===== src/hdl/fp_ctrl_pkg.sv =====
// shared constants and carriers for the floating point control word
package fp_ctrl_pkg;
   localparam int          WORD_W    = 32;
   // first layout: bit positions
   localparam int          A_DIS     = 0;
   localparam int          A_EXC     = 1;
   localparam int          A_ASYNC   = 2;
   localparam int          A_BK_SRC2 = 4;
   localparam int          A_BK_SRC1 = 5;
   localparam int          A_BK_DST  = 6;
   localparam int          A_PREM    = 7;
   localparam logic [31:0] A_WMASK   = 32'h0000_00f7;
   localparam logic [31:0] A_RESET   = 32'h0000_0000;
   // second layout: bit positions
   localparam int          B_RUP     = 31;
   localparam int          B_IE      = 28;
   localparam int          B_MOVF    = 27;
   localparam int          B_EOVF    = 26;
   localparam int          B_OPH_HI  = 23;
   localparam int          B_OPH_LO  = 20;
   localparam int          B_PRH     = 19;
   localparam int          B_SRC1_HI = 18;
   localparam int          B_SRC1_LO = 16;
   localparam int          B_OPM     = 15;
   localparam int          B_DST_HI  = 14;
   localparam int          B_DST_LO  = 12;
   localparam int          B_SYNC    = 11;
   localparam int          B_ASYNC   = 10;
   localparam int          B_RND     = 9;
   localparam int          B_EN      = 8;
   localparam int          B_PRL     = 7;
   localparam int          B_RMD_HI  = 6;
   localparam int          B_RMD_LO  = 5;
   localparam int          B_OPL     = 4;
   localparam int          B_SRC2_HI = 3;
   localparam int          B_SRC2_LO = 0;
   localparam logic [31:0] B_WMASK   = 32'h0000_0100;
   localparam logic [31:0] B_RESET   = 32'h0000_0000;
   localparam logic [31:0] WORD_ZERO = 32'h0000_0000;

   // one coprocessor register transfer from the core
   typedef struct packed {
      logic              valid;
      logic              write;
      logic              user_mode;
      logic [WORD_W-1:0] wdata;
   } xfer_req_t;

   // answer to a transfer, one cycle later
   typedef struct packed {
      logic              done;
      logic              trap;
      logic [WORD_W-1:0] rdata;
   } xfer_rsp_t;

   // first layout events from the arithmetic hardware
   typedef struct packed {
      logic rem_valid;
      logic rem_partial;
      logic exc_valid;
      logic exc_async;
   } a_event_t;

   // second layout bounce report from the arithmetic unit
   typedef struct packed {
      logic       valid;
      logic       sync;
      logic       rounding_stage;
      logic       rounded_up;
      logic       inexact;
      logic       mant_ovf;
      logic       exp_ovf;
      logic [5:0] opcode;
      logic [1:0] prec;
      logic [2:0] src1;
      logic [2:0] dest;
      logic [1:0] round_mode;
      logic [3:0] src2;
   } bounce_t;
endpackage


===== src/hdl/fp_control_status_register.sv =====
// floating point control word with two build-time layouts
module fp_control_status_register
   import fp_ctrl_pkg::*;
#(
   parameter bit LAYOUT_B = 1'b0
) (
   input  wire logic      core_clk,
   input  wire logic      rst_n,
   input  wire xfer_req_t req,
   input  wire a_event_t  a_evt,
   input  wire bounce_t   bounce,
   output xfer_rsp_t      rsp_ff,
   output logic           hw_disable_ff
);

   logic [WORD_W-1:0] ctrl_ff;
   logic [WORD_W-1:0] nxt_ctrl;
   xfer_rsp_t         nxt_rsp;
   logic              nxt_hw_disable;
   logic              legal;
   logic              rd;
   logic              wr;

   // masked merge of a written word into the stored one
   function automatic logic [WORD_W-1:0] merge_word(input logic [WORD_W-1:0] old_w,
                                                    input logic [WORD_W-1:0] new_w,
                                                    input logic [WORD_W-1:0] mask);
      merge_word = (old_w & ~mask) | (new_w & mask);
   endfunction

   // bounce report laid out as the second layout word, enable left zero
   function automatic logic [WORD_W-1:0] pack_bounce(input bounce_t b);
      logic [WORD_W-1:0] w;
      w = WORD_ZERO;
      w[B_RUP]  = b.rounded_up;
      w[B_IE]   = b.inexact;
      w[B_MOVF] = b.mant_ovf;
      w[B_EOVF] = b.exp_ovf;
      if (b.sync) begin
         // opcode stays zero: support code decodes it from the link register
         w[B_SYNC] = 1'b1;
      end else begin
         w[B_ASYNC]             = 1'b1;
         w[B_RND]               = b.rounding_stage;
         w[B_OPH_HI:B_OPH_LO]   = b.opcode[5:2];
         w[B_OPM]               = b.opcode[1];
         w[B_OPL]               = b.opcode[0];
         w[B_PRH]               = b.prec[1];
         w[B_PRL]               = b.prec[0];
         w[B_SRC1_HI:B_SRC1_LO] = b.src1;
         w[B_DST_HI:B_DST_LO]   = b.dest;
         w[B_RMD_HI:B_RMD_LO]   = b.round_mode;
         w[B_SRC2_HI:B_SRC2_LO] = b.src2; // bit 3 set means a constant operand
      end
      pack_bounce = w;
   endfunction

   // privilege check: user mode never reaches the register
   assign legal = req.valid && !req.user_mode;
   assign rd    = legal && !req.write;
   assign wr    = legal && req.write;

   // next register value; the unused layout folds away on the constant
   always_comb begin
      nxt_ctrl = ctrl_ff;
      if (!LAYOUT_B) begin
         if (wr) begin
            nxt_ctrl = merge_word(ctrl_ff, req.wdata, A_WMASK);
         end
         if (a_evt.rem_valid) begin
            nxt_ctrl[A_PREM] = a_evt.rem_partial;
         end
         // a hardware exception wins over a write clearing the flag
         if (a_evt.exc_valid) begin
            nxt_ctrl[A_EXC]   = 1'b1;
            nxt_ctrl[A_ASYNC] = a_evt.exc_async;
         end
         nxt_ctrl = nxt_ctrl & A_WMASK;
      end else begin
         if (rd) begin
            nxt_ctrl[B_SYNC]  = 1'b0;
            nxt_ctrl[B_ASYNC] = 1'b0;
         end
         if (wr) begin
            nxt_ctrl = merge_word(nxt_ctrl, req.wdata, B_WMASK);
         end
         // a bounce in the read cycle is kept: set wins over read clear
         if (bounce.valid) begin
            nxt_ctrl = (nxt_ctrl & B_WMASK) | pack_bounce(bounce);
         end
      end
   end

   // answer: read data is the value before any read side effect
   always_comb begin
      nxt_rsp.done  = req.valid;
      nxt_rsp.trap  = req.valid && req.user_mode;
      nxt_rsp.rdata = rd ? ctrl_ff : WORD_ZERO;
      if (LAYOUT_B) begin
         nxt_hw_disable = !nxt_ctrl[B_EN];
      end else begin
         nxt_hw_disable = nxt_ctrl[A_DIS];
      end
   end

   // registers; bank selects drive the register file outside via rdata only
   always_ff @(posedge core_clk) begin
      if (!rst_n) begin
         ctrl_ff       <= LAYOUT_B ? B_RESET : A_RESET;
         rsp_ff        <= '0;
         hw_disable_ff <= LAYOUT_B;
      end else begin
         ctrl_ff       <= nxt_ctrl;
         rsp_ff        <= nxt_rsp;
         hw_disable_ff <= nxt_hw_disable;
      end
   end
endmodule


===== config.mk =====
export PLATFORM = sky130hd
export DESIGN_NAME = fp_control_status_register
export DESIGN_NICKNAME = d
export VERILOG_FILES = /design/src/hdl/fp_ctrl_pkg.sv /design/src/hdl/fp_control_status_register.sv
export SDC_FILE = /design/constraint.sdc
export NUM_CORES = 1
export LEC_CHECK = 0
export BUFFER_PORTS_ARGS = -buffer_cell sky130_fd_sc_hd__buf_2
export CAP_MARGIN = 20
export CORE_UTILIZATION = 27
export CTS_CLUSTER_DIAMETER = 100
export DETAILED_ROUTE_END_ITERATION = 10
export GPL_TIMING_DRIVEN = 0
export PLACE_DENSITY = 0.83
export SYNTH_ARGS = -nofsm -noshare
export SYNTH_HDL_FRONTEND = slang
export SYNTH_SLANG_ARGS = --single-unit
export TNS_END_PERCENT = 20

===== constraint.sdc =====
create_clock -name core_clk -period 0.8 [get_ports core_clk]
set_input_delay 0.2 -clock core_clk [delete_from_list [all_inputs] [get_ports core_clk]]
set_output_delay 0.2 -clock core_clk [all_outputs]
set_load 0.02 [all_outputs]

==> impl_metrics.toml, run 1 <==
[status]
outcome = "finished with violations"
violations = "negative setup slack"

[die]
core-area_um2 = 2540
initial_core_util = 0.294
die_area_um2 = 2990
die_w_um = 54.6
top_level_ports = 103
rows = 18
die-height_um = 54.6

[clock_network]
clock_path_buffers = 2
cts_tree = "done"
path_clk_slew_ps = 80
htree_levels = 1
postCtsHoldBufs = 0
cts_sinks = 16
clkLatencyLatePin_ps = 270
cts_buffers = 3
clock_tree.root_cell = "clkbuf_4"

[layout]
layout.nets = 204
drive_above_1_share = 0.552
layout_common_cells = "buf_4 (27), conb_1 (25), buf_2 (14), buf_6 (12)"
design_area_um2 = 1130
fillers = 242
multi_input_area_um2 = 320
final_cells = 164
regArea_um2 = 333
syn_to_final_growth_pct = 50.8
diodes = 0
final_common_cell = "buf_4"

[synthesis]
syn_area_per_cell_um2 = 9.35
yosys.area_share.simple = 0.182
synth_cell_type_count = 16
synthCells = 80
synth_top_family_by_area = "buffers and inverters"
synth_area_um2 = 748
synthMuxAreaShare = 0
yosysWarnings = 0
seq_area_frac_synth = 0.428
synth_fa_ha_area_frac = 0
synth_compound_area_frac = 0.117
synth_xor_area_frac = 0
synth-seq-cells = 16

[critical_path]
worst-setup-path-type = "reg -> out"
critical_path.max_stage_delay_ps = 340
critPathCaptureType = "output pin"
crit_arrival_ps = 730
start_kind = "flop"
cp.required_ps = 600
cp_max_fo = 2
cpMaxStageDelayCell = "dfxtp_2"
path_buf_inv = 1
path_cells = "buf_6"
critPathTopFamily = "flip-flops"

[global_route]
antenna_found_initial = 0
grt_pass1_wl_um = 1860
grt_overflow = 0
grt_max_degree = 10
grt_use_total = 0.0897
grt_pass1_vias = 459

[power]
seqPwrFrac = 0.527
switching_share = 0.265
ir_drop_mv = 0.868
netSwitchingPower_uw = 420
power_frac_comb = 0.223
power_density_nw_per_um2 = 1400
p_leak_uw = 0.000598
p_clk_frac = 0.249
internal-power_uw = 1160

[drt]
via_per_inst = 3.57
wirelength_um = 1300
ant_nets = 0
wl_per_cell_um = 7.91
dr.pass1.iters = 4
num_vias = 586
drtIter0Drc = 3
route.detailed.drc = 0

[timing]
setup_tns_ps = -1190
finClkSkew_ps = 0.455
hold_violations = 0
rsz0062_at_grt = "yes"
max_freq_mhz = 1070
drv_slew = 0
period_needed_ps = 930
whs_ps = 161
finalSetupViolCount = 10
worst_slack_ps = -130
post-route-period-util = 1.16

[placed_design]
port_buffers = 25
placed_area_um2 = 1010
dpl.cell_count = 159
hpwl_um = 1020
gp_congestion = 0.659

[flow_run]
drv_cap = 0

[min_path]
min_path_type = "in -> reg"
[routing by layer]
layer	vias up	global-route usage	wire [µm]
li1	312	-	-
met5	-	0	0
met4	0	0.0641	0
met1	230	0.0852	503
met3	0	0.0250	177
met2	44	0.163	616
[registers in the layout (all words and copies together) (netlist names)]
signal         count
rsp_ff             9
ctrl_ff            6
hw_disable_ff      1
[power by group through the flow]
stage	sequential, µW	clock [µW]	combinational [µW]
after floorplan	858	0	253
after global placement	847	0	328
after detailed placement	849	0	331
after CTS	833	414	344
after global routing	837	460	382
final	833	394	353
[cells in the mapped netlist, drive strengths merged]
cell | n | area [µm²]
dfxtp | 16 | 320
inv | 2 | 7.51
conb | 1 | 3.75
nand3b | 1 | 7.51
nand2 | 11 | 41.3
o21ai | 2 | 10.0
buf | 26 | 193
nor3b | 1 | 18.8
a21boi | 5 | 52.6
and3b | 1 | 8.76
and2 | 8 | 52.6
and3 | 1 | 7.51
a21oi | 5 | 25.0
[final timing paths]
kind / slack [ps] / endpoint / startpoint / cells past startpoint
min: 160 / hw_disable_ff / req[0] / 3
max reg2reg: 10 / rsp_ff[0] / hw_disable_ff / 3
max: -130 / hw_disable_ff / hw_disable_ff / 1
min reg2reg: 450 / ctrl_ff[7] / ctrl_ff[7] / 2
[through the flow]
stage / power, µW / util / setup WS, ps
after floorplan: 1110 / - / 5.30
after CTS: 1590 / 0.437 / -136
after detailed placement: 1180 / 0.396 / -250
final: 1580 / 0.443 / -130
after global placement: 1180 / 0.396 / -235
after global routing: 1680 / 0.443 / -179
[cell families (layout without fill, tap and decap cells)]
family / Yosys count / in the layout
compound gates: 12 / 12
simple gates: 23 / 23
other cells: 1 / 25
buf+inv: 28 / 58
flops: 16 / 16
[worst reg2reg max path, cell delays in order, from the launching register on]
cell and delay, ps:
dfxtp_2 330, buf_4 130, buf_6 100, and2_1 120
[layout make-up]
type                    count  share of cell area
plain buffers              26               0.176
clock buffers               3              0.0200
inverters                   2             0.00665
multi-input cells          60               0.284
flip-flops and latches     16               0.295
well taps                  30              0.0333
repair buffers             27               0.185
[timing repair]
action | 4_1_cts | 5_1_grt
endpoints found under the setup margin | 10 | 17
cloned | 0 | 0
pin swaps | 0 | 2
gates resized for setup | 29 | 5
setup buffers | 1 | 1
Power figures use the tool's default switching activity.
==> inputs of run 2 (changes only) <==
--- a/config.mk
+++ b/config.mk
@@ -5,6 +5,7 @@
 export SDC_FILE = /design/constraint.sdc
 export NUM_CORES = 1
 export LEC_CHECK = 0
+export ABC_AREA = 1
 export BUFFER_PORTS_ARGS = -buffer_cell sky130_fd_sc_hd__buf_2
 export CAP_MARGIN = 20
 export CORE_UTILIZATION = 27
@@ -12,6 +13,7 @@
 export DETAILED_ROUTE_END_ITERATION = 10
 export GPL_TIMING_DRIVEN = 0
 export PLACE_DENSITY = 0.83
+export REMOVE_ABC_BUFFERS = 1
 export SYNTH_ARGS = -nofsm -noshare
 export SYNTH_HDL_FRONTEND = slang
 export SYNTH_SLANG_ARGS = --single-unit
==> impl_metrics.toml, run 2 <==
[die]
top_level_ports = 103
core-area_um2 = 2540
rows = 18
die_area_um2 = 2970
initial_core_util = 0.293
die_w_um = 54.5
die-height_um = 54.5

[layout]
fillers = 275
largest_registers = "rsp_ff: 9 flops, ctrl_ff: 6 flops, hw_disable_ff: 1 flops"
largest_reg_flops = 9
syn_to_final_growth_pct = 23.2
layout_common_cells = "conb_1 (25), nor2_1 (15), buf_2 (15), inv_1 (14)"
drive_above_1_share = 0.336
final_common_cell = "conb_1"
regMostFlops = "rsp_ff"
diodes = 0
layout.nets = 191

[clock_network]
clock_tree.root_cell = "clkbuf_4"
clock_path_buffers = 2
cts_buffers = 3
clkLatencyLatePin_ps = 280
cts_tree = "done"
postCtsHoldBufs = 0
htree_levels = 1
cts_sinks = 16
cts_resized = 29
path_clk_slew_ps = 90
postCtsSetupBuffers = 0

[synthesis]
yosys.area_share.simple = 0.160
yosysWarnings = 0
synthCells = 95
synth_compound_area_frac = 0.0672
synth_most_common_cell = "buf_4"
synth_top_area_frac = 0.430
synth_flop_cell = "dfxtp_1"
async_flop_share = 0
syn_area_per_cell_um2 = 7.84
synth_cell_type_count = 13
synth-seq-cells = 16
synth_common_cells = "buf_4 (25), dfxtp_1 (16), nor2_1 (15)"
synth_fa_ha_area_frac = 0
synth_area_um2 = 744
synth-edff-count = 0
synthMuxAreaShare = 0
synth_xor_area_frac = 0
seq_area_frac_synth = 0.430
synth_top_family_by_area = "buffers and inverters"
yosysTopAreaCell = "dfxtp_1"
synth.area.top_cells = "dfxtp_1 (43%), buf_4 (25%), nor2_1 (7.6%), inv_1 (7.1%), nand2_1 (4.5%)"

[timing]
setup_tns_ps = -1240
max_freq_mhz = 1070
rsz0062_at_grt = "yes"
whs_ps = 152
worst_slack_ps = -135
finClkSkew_ps = 0.831
period_needed_ps = 935
drv_slew = 0
post-route-period-util = 1.17
hold_violations = 0
finalSetupViolCount = 10

[critical_path]
cp_num_cells = 1
regToRegSetupSlack_ps = 170
reg2reg_to = "ctrl_ff[7]"
rr_startpoint = "ctrl_ff[7]"
critical_path.max_stage_delay_ps = 340
cpMaxStageDelayCell = "dfxtp_2"
critPathLaunch = "hw_disable_ff"
critPathCaptureType = "output pin"
start_kind = "flop"
path_cells = "buf_6"
crit_end = "hw_disable_ff"
worst-setup-path-type = "reg -> out"
cp.required_ps = 600
cp_max_fo = 2
path_buf_inv = 1
crit_arrival_ps = 730
critPathTopFamily = "flip-flops"
reg2reg_depth = 4

[drt]
drtIter0Drc = 2
num_vias = 566
ant_nets = 0
via_per_inst = 3.72
wirelength_um = 1200
wl_per_cell_um = 7.89
dr.pass1.iters = 2
route.detailed.drc = 0

[power]
netSwitchingPower_uw = 440
seqPwrFrac = 0.518
switching_share = 0.272
ir_drop_mv = 0.968
p_clk_frac = 0.321
finalPower_uw = 1610
power_density_nw_per_um2 = 1760
internal-power_uw = 1170
p_leak_uw = 0.000478
power_frac_comb = 0.161

[placed_design]
port_buffers = 25
hpwl_um = 942
gp_congestion = 0.719

[global_route]
grt_pass1_wl_um = 1930
grt_use_total = 0.0954
grt_max_degree = 12
grt_pass1_vias = 463
antenna_found_initial = 0
grt_overflow = 0

[flow_run]
drv_cap = 0

[status]
violations = "negative setup slack"
outcome = "finished with violations"

[min_path]
min_path_type = "in -> reg"
==> run 2: metal layers <==
layer	up-vias	GRT usage	part of all wire	wire [µm]
met5	-	0	0	0
met4	0	0.0513	0.018	22
met3	2	0.0417	0.12	146
met2	47	0.163	0.44	522
met1	229	0.0974	0.42	507
li1	288	-	-	-
==> run 2: final cells by class <==
class | instances | area (µm²) | area share
Sequential cell | 16 | 333 | 0.363
Timing Repair Buffer | 25 | 188 | 0.205
Clock buffer | 4 | 36.3 | 0.0396
Inverter | 14 | 52.6 | 0.0573
Tap cell | 30 | 37.5 | 0.0409
Multi-Input combinational cell | 63 | 270 | 0.295
==> run 2: metrics by stage <==
stage | instance area (µm²) | cells | util | setup WS [ps]
3_3_place_gp | 798 | 148 | 0.314 | -176
4_1_cts | 908 | 152 | 0.357 | -147
5_1_grt | 917 | 152 | 0.360 | -183
6_report | 917 | 152 | 0.360 | -135
2_1_floorplan | 636 | 93 | - | 51.1
3_5_place_dp | 798 | 148 | 0.314 | -205
==> run 2: worst min-delay path by stage <==
stage	start	cells past startpoint	slack, ps	endpoint
after global routing	a_evt[3]	4	170	ctrl_ff[7]
after global placement	ctrl_ff[1]	2	420	rsp_ff[1]
after floorplan	rst_n	2	340	ctrl_ff[2]
final	req[1]	3	150	ctrl_ff[1]
after detailed placement	ctrl_ff[7]	2	420	rsp_ff[7]
after CTS	req[1]	3	140	ctrl_ff[1]
==> run 2: kinds of logic (layout without fill, tap and decap cells) <==
kind of cell | count (synthesis) | in the layout
buffers and inverters | 40 | 43
AND/OR/NAND/NOR | 28 | 28
flip-flops | 16 | 16
AO/OA/AOI/OAI | 10 | 10
other | 1 | 25
==> run 2: power by group through the flow <==
stage,Sequential [µW],Clock (µW),Combinational [µW]
4_1_cts,838,536,256
2_1_floorplan,864,0,163
3_5_place_dp,852,0,243
5_1_grt,841,584,290
3_3_place_gp,851,0,241
6_report,837,518,260
==> inputs of run 3 (changes only) <==
--- a/config.mk
+++ b/config.mk
@@ -9,6 +9,7 @@
 export BUFFER_PORTS_ARGS = -buffer_cell sky130_fd_sc_hd__buf_2
 export CAP_MARGIN = 20
 export CORE_UTILIZATION = 27
+export CTS_BUF_LIST = sky130_fd_sc_hd__clkbuf_8 sky130_fd_sc_hd__clkbuf_16
 export CTS_CLUSTER_DIAMETER = 100
 export DETAILED_ROUTE_END_ITERATION = 10
 export GPL_TIMING_DRIVEN = 0
==> impl_metrics.toml, run 3 (synthesized netlist as in run 2, its figures left out) <==
[drt]
num_vias = 562
ant_nets = 0
wl_per_cell_um = 7.95
via_per_inst = 3.70
dr.pass1.iters = 2
route.detailed.drc = 0
drtIter0Drc = 1
wirelength_um = 1210

[layout]
multi_input_area_um2 = 270
fillers = 274
layout.nets = 191
layout_common_cells = "conb_1 (25), nor2_1 (15), buf_2 (15), inv_1 (14)"
final_cells = 152
drive_above_1_share = 0.336
regMostFlops = "rsp_ff"
final_common_cell = "conb_1"
syn_to_final_growth_pct = 25.7
diodes = 0
largest_registers = "rsp_ff: 9 flops, ctrl_ff: 6 flops, hw_disable_ff: 1 flops"
largest_reg_flops = 9
regArea_um2 = 333
design_area_um2 = 936

[global_route]
antenna_found_initial = 0
grt_pass1_wl_um = 1930
grt_busiest_layer = "met2"
grt_pass1_vias = 463
grtUsageMet1 = 0.0974
grt_use_total = 0.0954
grt_overflow = 0
grt_max_degree = 12
met3_usage = 0.0417
grt_use_met2 = 0.163

[timing]
finalSetupViolCount = 10
worst_slack_ps = -88.3
hold_violations = 0
drv_slew = 0
finClkSkew_ps = 0.451
post-route-period-util = 1.11
period_needed_ps = 888
rsz0062_at_grt = "yes"
max_freq_mhz = 1130

[min_path]
min_path_type = "in -> reg"

[clock_network]
clock_tree.root_cell = "clkbuf_8"
cts_tree = "done"
htree_levels = 1
cts_buffers = 3
clock_path_buffers = 2
cts_sinks = 16
clkLatencyLatePin_ps = 240
path_clk_slew_ps = 60

[die]
die_area_um2 = 2970
rows = 18
die_w_um = 54.5
initial_core_util = 0.293
die-height_um = 54.5
core-area_um2 = 2540
top_level_ports = 103

[power]
power_frac_comb = 0.145
ir_drop_mv = 1.33
internal-power_uw = 1330
p_clk_frac = 0.386
netSwitchingPower_uw = 455
p_leak_uw = 0.000486
switching_share = 0.254
power_density_nw_per_um2 = 1910
seqPwrFrac = 0.468

[critical_path]
crit_arrival_ps = 690
worst-setup-path-type = "reg -> out"
path_cells = "buf_6"
critPathCaptureType = "output pin"
critPathTopFamily = "flip-flops"
start_kind = "flop"
cpMaxStageDelayCell = "dfxtp_2"
path_buf_inv = 1
cp_max_fo = 2
cp.required_ps = 600
critical_path.max_stage_delay_ps = 320

[placed_design]
gp_congestion = 0.719
port_buffers = 25
placed_area_um2 = 798
hpwl_um = 942
dpl.cell_count = 148

[flow_run]
drv_cap = 0

[status]
outcome = "finished with violations"
violations = "negative setup slack"
-- run 3: cell counts in the layout (fill, tap and decap cells not counted) --
No cell type changed its count.
-- run 3: final cells by class --
cell class	instances	area share
Timing Repair Buffer	25	0.201
Inverter	14	0.0561
Tap cell	30	0.0401
Sequential cell	16	0.356
Clock buffer	4	0.0588
Multi-Input combinational cell	63	0.289
-- run 3: what timing repair did --
action                                  in CTS  in global routing
endpoints found under the hold margin        0                  0
setup buffers                                0                  0
hold buffers                                 0                  0
gates cloned                                 0                  0
resized for setup                           29                  2
endpoints found under the setup margin      10                 16
-- run 3: layer usage --
metal	part of all wire	vias up	wire (µm)
met4	0.018	0	22
met1	0.42	227	508
met2	0.44	47	536
met5	0	-	0
met3	0.12	2	140
li1	-	286	-
-- run 3: worst paths after layout --
path	from	end	slack [ps]	cells after the start
min	req[1]	ctrl_ff[1]	210	3
max reg2reg	ctrl_ff[7]	ctrl_ff[7]	170	4
max	hw_disable_ff	hw_disable_ff	-90	1
min reg2reg	ctrl_ff[7]	rsp_ff[7]	420	2
-- run 3: worst reg2reg max path, stage by stage (launching register included) --
cell	delay [ps]
dfxtp_1	310
nand2_1	70
nand3b_1	80
nand2_1	60
inv_1	30
-- run 3: through the flow --
stage | total power [µW] | setup TNS [ps] | utilization | hold slack (ps) | setup slack [ps]
floorplan | 1030 | 0 | - | 335 | 51.1
global placement | 1090 | -1050 | 0.314 | 421 | -176
detailed placement | 1100 | -1320 | 0.314 | 420 | -205
CTS | 1800 | -836 | 0.364 | 188 | -97.6
global route | 1890 | -1060 | 0.368 | 226 | -123
finish | 1790 | -778 | 0.368 | 206 | -88.3
-- run 3: power groups by stage --
stage          logic, µW  clock network [µW]  registers, µW
6_report             260                 691            839
4_1_cts              256                 708            839
3_3_place_gp         241                   0            851
5_1_grt              290                 760            841
2_1_floorplan        163                   0            864
3_5_place_dp         243                   0            852
